==> src/design/arap_defs.vh <==
// Purpose: constants for the register access port
// Assumes: included by bare name from design files
// Notes: definitions only
`ifndef ARAP_DEFS_VH
`define ARAP_DEFS_VH
// address layout
`define ARAP_ADDR_W 8
`define ARAP_DATA_W 8
`define ARAP_TRS_BIT 7
`define ARAP_LATCH_HI 5
// normal-mode register offsets
`define ARAP_OFS_MASTER_CFG 8'h00
`define ARAP_OFS_INT_STATUS 8'h01
`define ARAP_OFS_INT_ENABLE 8'h02
`define ARAP_OFS_SCRATCH 8'h03
`define ARAP_OFS_REMOTE_RST 8'h04
// test-mode register offsets (address bit 7 set)
`define ARAP_OFS_TEST_CTRL 8'h80
`define ARAP_OFS_TEST_ID 8'h81
// master configuration field positions
`define ARAP_CFG_RST_FORCE 0
// reset values
`define ARAP_RST_CFG 8'h00
`define ARAP_RST_INT_EN 8'h00
`define ARAP_RST_SCRATCH 8'h00
`define ARAP_RST_TEST 8'h00
// identity value, arbitrary
`define ARAP_TEST_ID_VAL 8'h5A
// read data for unmapped addresses
`define ARAP_UNMAPPED 8'h00
// strobe synchroniser depth
`define ARAP_SYNC_STAGES 2
`endif

==> src/design/arap_port.v <==
// Purpose: asynchronous 8-bit host register access port
// Assumes: host strobes asynchronous, sampled into mclk at 200 MHz
// Notes: open-drain and data pins split into in/out/enable (oe low = drive)
`include "arap_defs.vh"
`timescale 1ns/1ps
`default_nettype none
// Summary of operation
// - drive data while read and select low
// - write data on rising write strobe edge
// - eight-bit address selects one register
// - address bit seven selects test registers
// - low address latch transparent while ale high
// - reset input low resets on the next mclk edge, unsynchronised
// - irq pulled low on unmasked active source
// - acknowledge access releases irq output
// - reset out low on reset, force, activate
// - deactivate code releases unless force set
module arap_port #(
   parameter NUM_SRC = 8
) (
   input wire mclk,
   input wire rst,
   input wire reset_in_n,
   input wire chip_select_n,
   input wire read_strobe_n,
   input wire write_strobe_n,
   input wire address_latch_enable,
   input wire [`ARAP_ADDR_W-1:0] addr,
   input wire [`ARAP_DATA_W-1:0] data_in,
   output reg [`ARAP_DATA_W-1:0] data_out,
   output reg data_oe_n,
   input wire [NUM_SRC-1:0] irq_src,
   input wire remote_rst_activate,
   input wire remote_rst_deactivate,
   output reg irq_out_n,
   output reg irq_oe_n,
   output reg reset_out_n,
   output reg reset_out_oe_n
);
   // synchronised strobes: cs, rd, wr, ale
   wire [3:0] strb_s;
   // reset input synchronised for release
   wire [0:0] rin_s;
   reg wr_prev_r; // previous synchronised write level
   reg rd_prev_r; // read active in previous cycle
   reg [`ARAP_LATCH_HI:0] alat_r; // low address latch
   reg [`ARAP_DATA_W-1:0] cfg_r; // master configuration
   reg [`ARAP_DATA_W-1:0] int_en_r; // interrupt enables
   reg [`ARAP_DATA_W-1:0] int_st_r; // sticky interrupt status
   reg [`ARAP_DATA_W-1:0] int_st_nxt;
   reg [`ARAP_DATA_W-1:0] scratch_r; // general scratch register
   reg [`ARAP_DATA_W-1:0] test_r; // test control register
   reg remote_rst_r; // remote reset held by link code
   reg [`ARAP_DATA_W-1:0] rd_mux; // read data from decode
   wire [`ARAP_ADDR_W-1:0] eff_addr; // decoded register address
   wire cs_a; // select active
   wire rd_a; // read active
   wire wr_rise; // write strobe rising edge
   wire wr_commit; // write committed this cycle
   wire ack_read; // status read acknowledges interrupts
   wire irq_any; // any unmasked active source
   wire int_rst; // combined internal reset
   wire force_rst; // configuration force bit

   // strobe synchroniser, all idle high except ale
   arap_sync #(
      .WIDTH(4),
      .INIT(4'hE)
   ) u_strb (
      .mclk(mclk),
      .rst(rst),
      .d({chip_select_n, read_strobe_n, write_strobe_n, address_latch_enable}),
      .q(strb_s)
   );

   // reset input synchroniser for clean release
   arap_sync #(
      .WIDTH(1),
      .INIT(1'b0)
   ) u_rin (
      .mclk(mclk),
      .rst(rst),
      .d(reset_in_n),
      .q(rin_s)
   );

   // reset_in_n acts at once, release seen through synchroniser
   assign int_rst = rst | ~reset_in_n | ~rin_s[0];
   assign cs_a = ~strb_s[3];
   assign rd_a = cs_a & ~strb_s[2];
   assign wr_rise = strb_s[1] & ~wr_prev_r;
   assign wr_commit = wr_rise & cs_a;
   // top bits pass straight, low six via latch
   assign eff_addr = {addr[`ARAP_TRS_BIT:`ARAP_LATCH_HI+1], alat_r};
   assign force_rst = cfg_r[`ARAP_CFG_RST_FORCE];
   // acknowledge at read end so the byte read stays stable while driven
   assign ack_read = rd_prev_r & ~rd_a & (eff_addr == `ARAP_OFS_INT_STATUS);
   assign irq_any = |(int_st_r & int_en_r);

   // address latch: follows while ale high, holds while low
   always @(posedge mclk) begin
      if (int_rst) begin
         alat_r <= {(`ARAP_LATCH_HI+1){1'b0}};
      end else if (strb_s[0]) begin
         alat_r <= addr[`ARAP_LATCH_HI:0];
      end
   end

   // register read decode
   always @* begin
      case (eff_addr)
         `ARAP_OFS_MASTER_CFG: rd_mux = cfg_r;
         `ARAP_OFS_INT_STATUS: rd_mux = int_st_r;
         `ARAP_OFS_INT_ENABLE: rd_mux = int_en_r;
         `ARAP_OFS_SCRATCH: rd_mux = scratch_r;
         `ARAP_OFS_REMOTE_RST: rd_mux = {7'h00, remote_rst_r};
         `ARAP_OFS_TEST_CTRL: rd_mux = test_r;
         `ARAP_OFS_TEST_ID: rd_mux = `ARAP_TEST_ID_VAL;
         default: rd_mux = `ARAP_UNMAPPED;
      endcase
   end

   // status: new events win over acknowledge clear
   always @* begin
      int_st_nxt = int_st_r;
      if (ack_read) begin
         int_st_nxt = {`ARAP_DATA_W{1'b0}};
      end
      int_st_nxt = int_st_nxt | irq_src[`ARAP_DATA_W-1:0];
   end

   // register writes and status update
   always @(posedge mclk) begin
      if (int_rst) begin
         wr_prev_r <= 1'b1;
         rd_prev_r <= 1'b0;
         cfg_r <= `ARAP_RST_CFG;
         int_en_r <= `ARAP_RST_INT_EN;
         int_st_r <= {`ARAP_DATA_W{1'b0}};
         scratch_r <= `ARAP_RST_SCRATCH;
         test_r <= `ARAP_RST_TEST;
      end else begin
         wr_prev_r <= strb_s[1];
         rd_prev_r <= rd_a;
         int_st_r <= int_st_nxt;
         if (wr_commit) begin
            case (eff_addr)
               `ARAP_OFS_MASTER_CFG: cfg_r <= data_in;
               `ARAP_OFS_INT_ENABLE: int_en_r <= data_in;
               `ARAP_OFS_SCRATCH: scratch_r <= data_in;
               `ARAP_OFS_TEST_CTRL: test_r <= data_in;
               default: ;
            endcase
         end
      end
   end

   // remote reset state from validated link codes
   always @(posedge mclk) begin
      if (int_rst) begin
         remote_rst_r <= 1'b0;
      end else if (remote_rst_activate) begin
         remote_rst_r <= 1'b1;
      end else if (remote_rst_deactivate) begin
         remote_rst_r <= 1'b0;
      end
   end

   // pin outputs, all registered
   always @(posedge mclk) begin
      if (int_rst) begin
         data_out <= {`ARAP_DATA_W{1'b0}};
         data_oe_n <= 1'b1;
         irq_out_n <= 1'b0;
         irq_oe_n <= 1'b1;
         reset_out_n <= 1'b0;
         reset_out_oe_n <= 1'b0;
      end else begin
         // drive only while read and select both low
         data_out <= rd_mux;
         data_oe_n <= ~rd_a;
         irq_out_n <= 1'b0;
         irq_oe_n <= ~(irq_any & ~ack_read);
         reset_out_n <= 1'b0;
         // force keeps line low despite deactivate code
         reset_out_oe_n <= ~(force_rst | remote_rst_r);
      end
   end
endmodule // arap_port
`default_nettype wire

==> src/design/arap_sync.v <==
// Purpose: two-stage synchroniser for asynchronous host strobes
// Assumes: mclk domain, synchronous active-high reset
// Notes: first stage is read only by the second stage
`timescale 1ns/1ps
`default_nettype none
module arap_sync #(
   parameter WIDTH = 4,
   parameter [WIDTH-1:0] INIT = {WIDTH{1'b1}}
) (
   input wire mclk,
   input wire rst,
   input wire [WIDTH-1:0] d,
   output wire [WIDTH-1:0] q
);
   reg [WIDTH-1:0] meta_r; // first stage
   reg [WIDTH-1:0] sync_r; // second stage

   // two flops per bit
   always @(posedge mclk) begin
      if (rst) begin
         meta_r <= INIT;
         sync_r <= INIT;
      end else begin
         meta_r <= d;
         sync_r <= meta_r;
      end
   end

   assign q = sync_r;
endmodule // arap_sync
`default_nettype wire

==> config.mk <==
export PLATFORM = sky130hd
export DESIGN_NAME = arap_port
export DESIGN_NICKNAME = d
export VERILOG_FILES = /design/src/design/arap_port.v /design/src/design/arap_sync.v
export VERILOG_INCLUDE_DIRS = /design/src /design/src/design
export SDC_FILE = /design/constraint.sdc
export NUM_CORES = 1
export LEC_CHECK = 0
export ABC_AREA = 1
export BUFFER_PORTS_ARGS = -buffer_cell sky130_fd_sc_hd__buf_2
export CAP_MARGIN = 20
export CORE_ASPECT_RATIO = 0.5
export CORE_MARGIN = 10
export CORE_UTILIZATION = 45
export DETAILED_ROUTE_END_ITERATION = 8
export PLACE_DENSITY_LB_ADDON = 0.15
export SYNTH_ARGS = -nofsm -noshare
export SYNTH_HDL_FRONTEND = slang
export SYNTH_SLANG_ARGS = --single-unit
export TNS_END_PERCENT = 50
==> constraint.sdc <==
create_clock -name mclk -period 2.3 [get_ports mclk]
set_input_delay 0 -clock mclk [delete_from_list [all_inputs] [get_ports mclk]]
set_output_delay 0 -clock mclk [all_outputs]
set_load 0.005 [all_outputs]
# [Word level (Yosys, flattened, before mapping)]
# Cells that the tools add are included.
[classes] n_addsub=0 multipliers=0 div=0 order_cmp=0 n_eq_ne=6 shifts=0 mux=4 n_bitwise=20 n_reduce_logical=7
[ops] op="$pmux 8 s7" n=1
[ops] op="$eq 8x2->1 const B" n=2
[ops] op="$eq 8x8->1 const B" n=2
[ops] op="$not 1->1" n=9
[ops] op="$and 8x8->8" n=1
[ops] op="$eq 8x1->1 const B" n=1
[ops] op="$eq 8x3->1 const B" n=1
[ops] op="$logic_not 8->1" n=1
[ops] op="$mux 8" n=1
[ops] op="$or 8x8->8" n=1
[ops] op="$reduce_and 2->1" n=4
[ops] op="$reduce_or 8->1" n=1
[ops] op="$and 1x1->1" n=6
[ops] op="$or 1x1->1" n=3
[ops] op="$mux 1" n=2
[ops] op="$reduce_bool 2->1" n=1
[word_totals] regBits=70 latchBits=0 ramBits=0 mem_bits_ro=0 input_bits=33 out_inout_bits=13 elab_cells=54 mem_count=0

# [Longest topological paths before layout]
# Gate-level depths: netlist of run 1.
[logic_depth] ltp_word=8 ltp_mapped=8 ltp_nobuf=7

# [Modules after synthesis]
# From an unflattened synthesis of run 1, not the netlist that was laid out.
[unflattened] hier_cells=389 area_unflattened_um2=2875.3
[by_module_without_submodules] mod="arap_port" n_inst=1 cells_per_inst=358 area_each_um2=2593.7 seq_area_each_um2=1201.2
[by_module_without_submodules] mod="arap_sync at u_strb" n_inst=1 cells_per_inst=25 area_each_um2=226.5 seq_area_each_um2=160.2
[by_module_without_submodules] mod="arap_sync at u_rin" n_inst=1 cells_per_inst=6 area_each_um2=55.1 seq_area_each_um2=40.0

# [Worst setup path before layout of run 1]
# No wires, ideal clock.
[synth_path] kind="register to register" startpoint="register u_strb.sync_r[3] (netlist: u_strb.q[3])" endpoint="register test_r[1]" setup_time_ns=0.113 t_arrival_ns=1.112 t_required_ns=2.187 slack_ns=1.075 path_stages_with_launch=6 n_path_buf=1 synth_period_minus_slack_ns=1.225 path_cell_list="dfxtp_1 > nor3_4 > nand3_4 > buf_6 > o21ai_1 > nor2_1"
[synth_via] elab_chain_cells=3
[synth_lines] element="from (decl)" line_no="arap_sync.v:16" text="reg [WIDTH-1:0] sync_r;"
[synth_lines] element="from (signal assigned)" line_no="arap_sync.v:25" text="sync_r <= meta_r;"
[synth_lines] element="$not 1->1" line_no="arap_port.v:89" text="assign cs_a = ~strb_s[3];"
[synth_lines] element="$and 1x1->1" line_no="arap_port.v:92" text="assign wr_commit = wr_rise & cs_a;"
[synth_lines] element="$reduce_and 2->1 (no line)"
[synth_lines] element="to (signal assigned)" line_no="arap_port.v:141" text="test_r <= `ARAP_RST_TEST;"
[synth_lines] element="to (signal assigned)" line_no="arap_port.v:151" text="`ARAP_OFS_TEST_CTRL: test_r <= data_in;"
[synth_lines] element="to (decl)" line_no="arap_port.v:52" text="reg [`ARAP_DATA_W-1:0] test_r;"
# No other way between the ends.
# A chain may end at the register's enable or synchronous reset.

# [Final worst setup path of run 1]
[layout_path] startpoint="input rst" endpoint="register int_st_r[2]"
[layout_via] elab_chain_cells=2
[layout_lines] element="from (decl)" line_no="arap_port.v:22" text="input wire rst,"
[layout_lines] element="$or 1x1->1 (2 in series)" line_no="arap_port.v:88" text="assign int_rst = rst | ~reset_in_n | ~rin_s[0];"
[layout_lines] element="to (signal assigned)" line_no="arap_port.v:139" text="int_st_r <= {`ARAP_DATA_W{1'b0}};"
[layout_lines] element="to (signal assigned)" line_no="arap_port.v:145" text="int_st_r <= int_st_nxt;"
[layout_lines] element="to (decl)" line_no="arap_port.v:49" text="reg [`ARAP_DATA_W-1:0] int_st_r;"
# No other way between the ends.

==> impl_results.md, run 1 <==
- Core ar.: 6110 µm²
- Antenna Cells: 0
- Antenna viol nets, final: 0
- # fillers: 564
- Crit. Startpoint: rst
- IO Count: 46
- Clock tree buffer depth: 2
- Dpl ws: just over 0.8 ns
- Max Fclk: 616 MHz
- Most frequent cells in the layout: nor2_1, dfxtp_1, nand3_1
- Later-pin clock latency in the skew report: 0.33 ns
- Num CTS Buffers: 9
- WL/cell: 12.9 µm
- Rel. slew slack: between 60 and 70%
- Compound-gate portion of the synthesized area: 9.51%
- Seq/Total Area, Yosys: between 40 and 50%
- Crit Path Class: in -> reg
- Post-Synth XOR/XNOR Area: 0%
- RSZ-0062 raised after global routing: no
- Outcome: finished clean
- Overflow after GRT: 0
- Vias: 2575
- Dpl hpwl: between 4 and 5 mm
- Clock root buffer: clkbuf_16
- TritonCTS Sinks: 70
- Reg2Reg Setup Slack: a little over 0.8 ns
- Final Util: 60.3%
- Crit end category: flop
- R2R Path End: int_st_r[2]
- CTS tree: done
- Port Buffers: 43
- Synth Register Bits: 70
- Largest net degree at the start of global routing: 51
- R2r startpoint: u_rin.q
- Layout area overhead: 29.1%
- Die Y: 76.3 µm
- Hold Fails Final Rpt: 0
- Starting Density: a little under half
- Final wirelength: 6.85 mm
- Most common cell after layout, fill and taps aside: nor2_1
- Adder-cell share of the synthesized area: 0%
- Distinct cells, synth: 28
- Final Max Tran Viols: 0
- # nets final: 473
- Final setup viols: 0
- Hold Crit Class: in -> reg
- Critical Path RT: 2.52 ns
- Power Dens Cells: between 700 and 800 nW/µm²
- WP data arrival: 1.84 ns
- First-pass DRT Iterations: 5
- Synth area leader: dfxtp_1
- Reg2Reg Depth: 4
- Vias/cell: 4.85
- Vias in the first global route: 2427
- Row count: 20
- H-tree levels: 3
- Post-synthesis mux area share: 0%
- Worst Setup Start Kind: input port
- YS warnings: 0
- Cell Area, Synth: 2860 µm²
- DRC Markers: 0
- Maximum VDD drop: 0.000514 V
- Synth Area in Simple Gates: 35.0%
- Initial antenna violation count: 0
- Largest family of logic cells by synthesized area: simple AND/OR/NAND/NOR gates
- First-pass GRT wire length: about 11 mm
- Top cells by area, synth: dfxtp_1, nor2_1, nand3_1
- Cells after Synth: between 300 and 400
- Fin worst setup slack: slightly below 0.7 ns
- Post-CTS resize count: 0
- Worst Path Max Fanout: 50
- Die area: 10100 µm²
- Layout cell share with drive strength beyond 1: ~19%
- Worst-Margin Slew: 0.586 ns
- Leak Pwr: roughly 0.0015 µW
- Worst Setup EP: int_st_r[2]
- Max-cap violations: 0
- Fin crit share: 70.6%
- Final worst path period need: 1.62 ns
- Clock skew: between 0.004 and 0.005 ns
- Die Wd: approximately 130 µm
- Post-synth top area share: slightly below 50%
- DRT iter0 DRCs: 213
- Setup TNS Final: 0 ns
- CTS clk-pin slew, worst paths: 0.05 ns
- GP Congestion: slightly above 0.8
- Avg Cell Area, Syn: approximately 8 µm²
- Hold WS: 0.00847 ns
- Total Routing Usage GR: 13.9%
[layer usage]
| metal | part of all wire (%) | wire [µm] | vias to the layer above | GRT usage, % |
|---|---|---|---|---|
| li1 | - | - | 1335 | - |
| met1 | 47 | 3210 | 1162 | 17.1 |
| met2 | 45 | 3100 | 74 | 21.3 |
| met3 | 7.3 | 498 | 4 | 6.18 |
| met4 | 0.57 | 39 | 0 | 4.26 |
| met5 | 0 | 0 | - | 0 |
[worst min-delay path by stage]
stage	cells past startpoint	slack, ns	endpoint	startpoint
final	3	0.008	int_en_r[5]	data_in[5]
after global routing	3	0.04	scratch_r[5]	data_in[5]
after CTS	3	0.002	test_r[4]	data_in[4]
after detailed placement	2	0.18	u_strb.meta_r[2]	read_strobe_n
after global placement	2	0.18	u_strb.meta_r[1]	write_strobe_n
after floorplan	1	0.10	u_strb.meta_r[1]	write_strobe_n
[kinds of logic after synthesis]
group	count (synthesis)
and+or+nand+nor	209
DFF	70
AOI/OAI and AO/OA	49
buffers and inverters	38
other	1
[Yosys cell counts (all sizes together)]
library cell,n
o21ai,35
nor3,2
nand4,1
clkinv,4
or2,6
dfxtp,70
a22o,4
clkbuf,1
buf,11
nand2,52
nand3,55
a21oi,10
nor2,93
inv,22
conb,1
[sequential cells by signal, indices dropped and copies added (netlist names)]
register,count
remote_rst_r,1
int_st_r,8
data_out,8
wr_prev_r,1
cfg_r,8
int_en_r,8
rd_prev_r,1
data_oe_n,1
u_rin.q,1
scratch_r,8
u_strb.meta_r,4
u_rin.meta_r,1
test_r,8
reset_out_oe_n,1
irq_oe_n,1
u_strb.q,4
alat_r,6
[cell type report]
cell class,count,area [µm²],area share [%]
clock buffer,13,270,7.33
clock inverter,1,5.00,0.136
inverter,26,104,2.82
multi-input combinational,260,1280,34.7
sequential,70,1400,38.0
tap,88,110,2.99
timing repair buffer,73,515,14.0
[critical path: stages]
cell	delay [ns]
dlygate4sd3_1	0.52
buf_2	0.20
nor2_4	0.07
nand2_4	0.18
clkinv_2	0.52
nand3_1	0.27
nand2_1	0.06
[stage by stage]
stage | instances | total power, µW | area, µm²
after floorplan | 368 | 1300 | 2860
after global placement | 487 | 1340 | 3110
after detailed placement | 487 | 1340 | 3110
after CTS | 531 | 2640 | 3680
after global routing | 531 | 2710 | 3680
final | 531 | 2620 | 3680
[timing repair]
action                                 4_1_cts  5_1_grt
hold buffers                                30        0
buffers inserted                             0        0
endpoints found under the hold margin       42        0
[where the power goes]
part	switching, µW	total (µW)	internal [µW]	leakage [µW]
clock network	458	1260	803	0.000138
registers	5.44	1230	1220	0.000566
logic	59.6	126	66.3	0.000773
total	523	2620	2090	0.00148
Power figures use the tool's default switching activity.
==> run 2, diff against run 1 <==
Clock period 2.3 ns to 1.35 ns, I/O delays scaled along.
==> impl_results.md, run 2 (synthesis gave the netlist of run 1 again) <==
- IO Count: 46
- Fin worst setup slack: 0.0693 ns
- Crit Path Class: reg -> reg
- Worst Setup Start Kind: flop
- WL/cell: 13.2 µm
- # fillers: 527
- Antenna viol nets, final: 0
- Max Fclk: 781 MHz
- Cell Int Power: 3610 µW
- Dpl hpwl: 5.02 mm
- GP Congestion: 0.774
- Hold Crit Class: in -> reg
- Maximum VDD drop: 0.00107 V
- Power Dens Cells: about 1200 nW/µm²
- Vias/cell: 4.84
- Comb pwr share: approximately 5.4%
- First-pass DRT Iterations: 4
- CTS clk-pin slew, worst paths: 0.05 ns
- CTS tree: done
- Switch Pwr: just over 900 µW
- Total Routing Usage GR: 14.0%
- WP data arrival: 1.56 ns
- Final worst path period need: 1.28 ns
- Die Wd: 133 µm
- Antenna Cells: 0
- DRC Markers: 0
- Clock power frac: about half
- Cell family with most CP delay: simple AND/OR/NAND/NOR gates
- CP cell instances: nor2_4 > nand2_2 > nor2_4 > buf_12 > nand2_1 > nand3_1 > nor2_1 > nor2_1
- Buffers & Inverters on Critical Path: 1
- Sequential share of power: between 40 and 50%
- Switching share of power: 20.4%
- Die Y: approximately 76 µm
- # nets final: approximately 500
- Clock skew: 0.00533 ns
- Clock root buffer: clkbuf_16
- Most common cell after layout, fill and taps aside: nor2_1
- Most frequent cells in the layout: nor2_1, dfxtp_1, nand3_1
- Outcome: finished clean
- Port Buffers: 43
- Dpl ws: -0.0524 ns
- Clock tree buffer depth: 2
- Vias in the first global route: 2496
- Hold WS: ~0.007 ns
- Later-pin clock latency in the skew report: roughly 0.34 ns
- H-tree levels: 3
- Leak Pwr: 0.00159 µW
- Num CTS Buffers: 9
- First-pass GRT wire length: 11.5 mm
- Layout cell share with drive strength beyond 1: between 20% and 30%
- Crit path max-delay cell type: dfxtp_4
- Worst Path Max Fanout: 6
- Max-cap violations: 0
- Row count: 20
- TritonCTS Sinks: 70
- Fin crit share: roughly 95%
- Final Max Tran Viols: 0
- Layout area overhead: 37.8%
- Slowest stage delay, CP: 0.36 ns
- Crit end category: flop
- DRT iter0 DRCs: 202
- Largest net degree at the start of global routing: slightly above 50
- Starting Density: 46.8%
- Die area: 10100 µm²
- Initial antenna violation count: 0
- Hold Fails Final Rpt: 0
- Reg2Reg Setup Slack: 0.07 ns
- Critical Path RT: 1.63 ns
- Overflow after GRT: 0
- Core ar.: 6110 µm²
- Final wirelength: approximately 7.2 mm
- Final setup viols: 0
- Vias: 2650
run 2: cell count changes in the layout (fill, tap and decap cells not counted), sizes merged:
cell / delta
buf: +12
clkbuf: +3
clkinv: -2
dlygate4sd3: +1
inv: +1
nand2: +1
run 2: worst paths after layout:
check,startpoint,end,cells after the start
worst max-delay path,alat_r[1],data_out[6],8
worst min-delay path,data_in[2],cfg_r[2],3
worst max register to register,alat_r[1],data_out[6],8
worst min register to register,u_rin.meta_r,u_rin.q,2
run 2: cell type report:
type / instances / area, µm² / area share (%)
Clock buffer: 16 / 282 / 7.16
Inverter: 26 / 116 / 2.96
Sequential cell: 70 / 1410 / 35.8
Tap cell: 88 / 110 / 2.80
Multi-Input combinational cell: 261 / 1320 / 33.4
Timing Repair Buffer: 86 / 703 / 17.9
run 2: power by group through the flow:
stage                     registers (µW)  logic, µW  clock network (µW)
final                               2090        245                2200
after global routing                2090        269                2310
after CTS                           2100        236                2240
after detailed placement            2140        168                   0
after global placement              2140        165                   0
after floorplan                     2140       81.7                   0
run 2: worst min-delay path, cell delays in order:
cell     delay, ns
buf_2         0.14
o21ai_0       0.09
nor2_1        0.08
run 2: metal layers:
| metal | up-vias | global-route usage, % | wire, µm |
|---|---|---|---|
| met1 | 1211 | 16.9 | 3480 |
| met4 | 0 | 5.57 | 125 |
| met5 | - | 0 | 0 |
| met3 | 16 | 5.72 | 399 |
| met2 | 57 | 21.6 | 3210 |
| li1 | 1366 | - | - |
run 2: what timing repair did:
item / in CTS / in global routing
endpoints found under the setup margin: 9 / 37
pin swaps: 0 / 10
hold endpoints to repair: 45 / 0
hold buffers: 31 / 0
buffers inserted: 0 / 3
gates cloned: 0 / 1
gates resized for setup: 2 / 27
run 2: metrics by stage:
| stage | cell area, µm² | TNS, ns | total power (µW) | std cells | util (%) |
|---|---|---|---|---|---|
| floorplan | 2860 | 0 | 2220 | 368 | - |
| global placement | 3240 | 0 | 2300 | 496 | 53.1 |
| detailed placement | 3240 | -0.285 | 2310 | 496 | 53.1 |
| CTS | 3830 | 0 | 4570 | 543 | 62.8 |
| global route | 3930 | -0.0769 | 4680 | 547 | 64.4 |
| finish | 3930 | 0 | 4540 | 547 | 64.4 |
==> run 3, diff against run 2 <==
Clock period 1.35 ns to 1.61 ns, I/O delays scaled along.
==> impl_results.md, run 3 (synthesis gave the netlist of run 1 again) <==
- Leak Pwr: 0.00148 µW
- Die Y: between 70 and 80 µm
- Final worst path period need: between 1 and 1.5 ns
- Starting Density: 46.8%
- Final Max Tran Viols: 0
- Vias: 2603
- Max-cap violations: 0
- Largest net degree at the start of global routing: 33
- DRC Markers: 0
- Vias/cell: 4.87
- Final setup viols: 0
- WP data arrival: 1.76 ns
- First-pass GRT wire length: 11.6 mm
- Clock tree buffer depth: 2
- First-pass DRT Iterations: 5
- Dpl ws: 0.162 ns
- Initial antenna violation count: 0
- Worst Setup Start Kind: flop
- Vias in the first global route: 2412
- Row count: 20
- Power Dens Cells: 1010 nW/µm²
- Crit Path Class: reg -> reg
- Later-pin clock latency in the skew report: 0.33 ns
- Fin worst setup slack: 0.123 ns
- DRT iter0 DRCs: 205
- Dpl hpwl: 4.97 mm
- Fin crit share: 92.4%
- Final wirelength: 7.16 mm
- H-tree levels: 3
- TritonCTS Sinks: 70
- GP Congestion: 0.874
- Most common cell after layout, fill and taps aside: nor2_1
- Die Wd: 133 µm
- Port Buffers: 43
- Clock skew: about 0.004 ns
- # nets final: 475
- IO Count: 46
- Layout area overhead: 29.4%
- Setup Buffers After CTS: 0
- Max Fclk: 672 MHz
- Antenna viol nets, final: 0
- Overflow after GRT: 0
- Layout cell share with drive strength beyond 1: 19.5%
- Outcome: finished clean
- Hold Crit Class: in -> reg
- Switch Pwr: just under 800 µW
- Antenna Cells: 0
- Crit end category: flop
- RSZ-0062 raised after global routing: no
- Cell Int Power: approximately 3000 µW
- Sequential share of power: approximately 47%
- Critical Path RT: 1.88 ns
- Clock root buffer: clkbuf_16
- Worst Path Max Fanout: 12
- Total Routing Usage GR: 14.3%
- CTS clk-pin slew, worst paths: roughly 0.05 ns
- Hold Fails Final Rpt: 0
- Clock power frac: 48.1%
- Core ar.: 6110 µm²
- Switching share of power: 20.8%
- Num CTS Buffers: 9
- CTS tree: done
- Maximum VDD drop: 0.000736 V
- Setup TNS Final: 0 ns
- Comb pwr share: around 4.9%
- Die area: 10100 µm²
- Most frequent cells in the layout: nor2_1, dfxtp_1, nand3_1
- WL/cell: 13.4 µm
run 3: repair_timing:
action | in CTS | in global routing
resized for setup | 0 | 0
hold endpoints to repair | 35 | 0
hold buffers | 30 | 0
run 3: worst paths after layout:
kind,from,to,slack [ns],cells after the start
hold / removal,data_in[2],cfg_r[2],0.02,3
hold reg to reg,u_strb.meta_r[1],u_strb.q[1],0.41,1
setup / recovery,u_strb.q[3],test_r[3],0.12,5
setup reg to reg,u_strb.q[3],test_r[3],0.12,5
run 3: cell type report:
class,count,area [µm²]
flip-flops and latches,70,1400
clock inverters,1,5.00
inverters,26,104
clock buffers,14,264
multi-input cells,260,1280
well taps,88,110
fillers,562,2410
repair buffers,75,531
run 3: through the flow:
stage	utilization, %	power [µW]	instance area (µm²)	std cells	hold slack [ns]
2_1_floorplan	-	1860	2860	368	0.104
3_3_place_gp	51.2	1920	3120	489	0.181
3_5_place_dp	51.2	1920	3120	489	0.185
4_1_cts	60.5	3760	3690	534	0.00127
5_1_grt	60.5	3840	3690	534	0.0265
6_report	60.5	3740	3690	534	0.0176
run 3: power groups by stage:
stage          logic (µW)  registers, µW  clock network, µW
2_1_floorplan        68.5           1790                  0
3_3_place_gp          122           1790                  0
3_5_place_dp          123           1790                  0
4_1_cts               179           1760               1820
5_1_grt               201           1760               1890
6_report              182           1760               1800
run 3: worst max-delay path, stage by stage (launching register included):
cell and delay (ns):
dfxtp_1 0.34, nor3_4 0.46, nand3_4 0.25, inv_1 0.21, nor2_1 0.07, nor2_1 0.10
run 3: layer usage:
| metal | up-vias | wire (µm) | track usage, % |
|---|---|---|---|
| met1 | 1162 | 3390 | 18.2 |
| met2 | 97 | 3110 | 21.1 |
| met5 | - | 0 | 0 |
| met3 | 9 | 583 | 6.38 |
| li1 | 1335 | - | - |
| met4 | 0 | 73 | 4.37 |
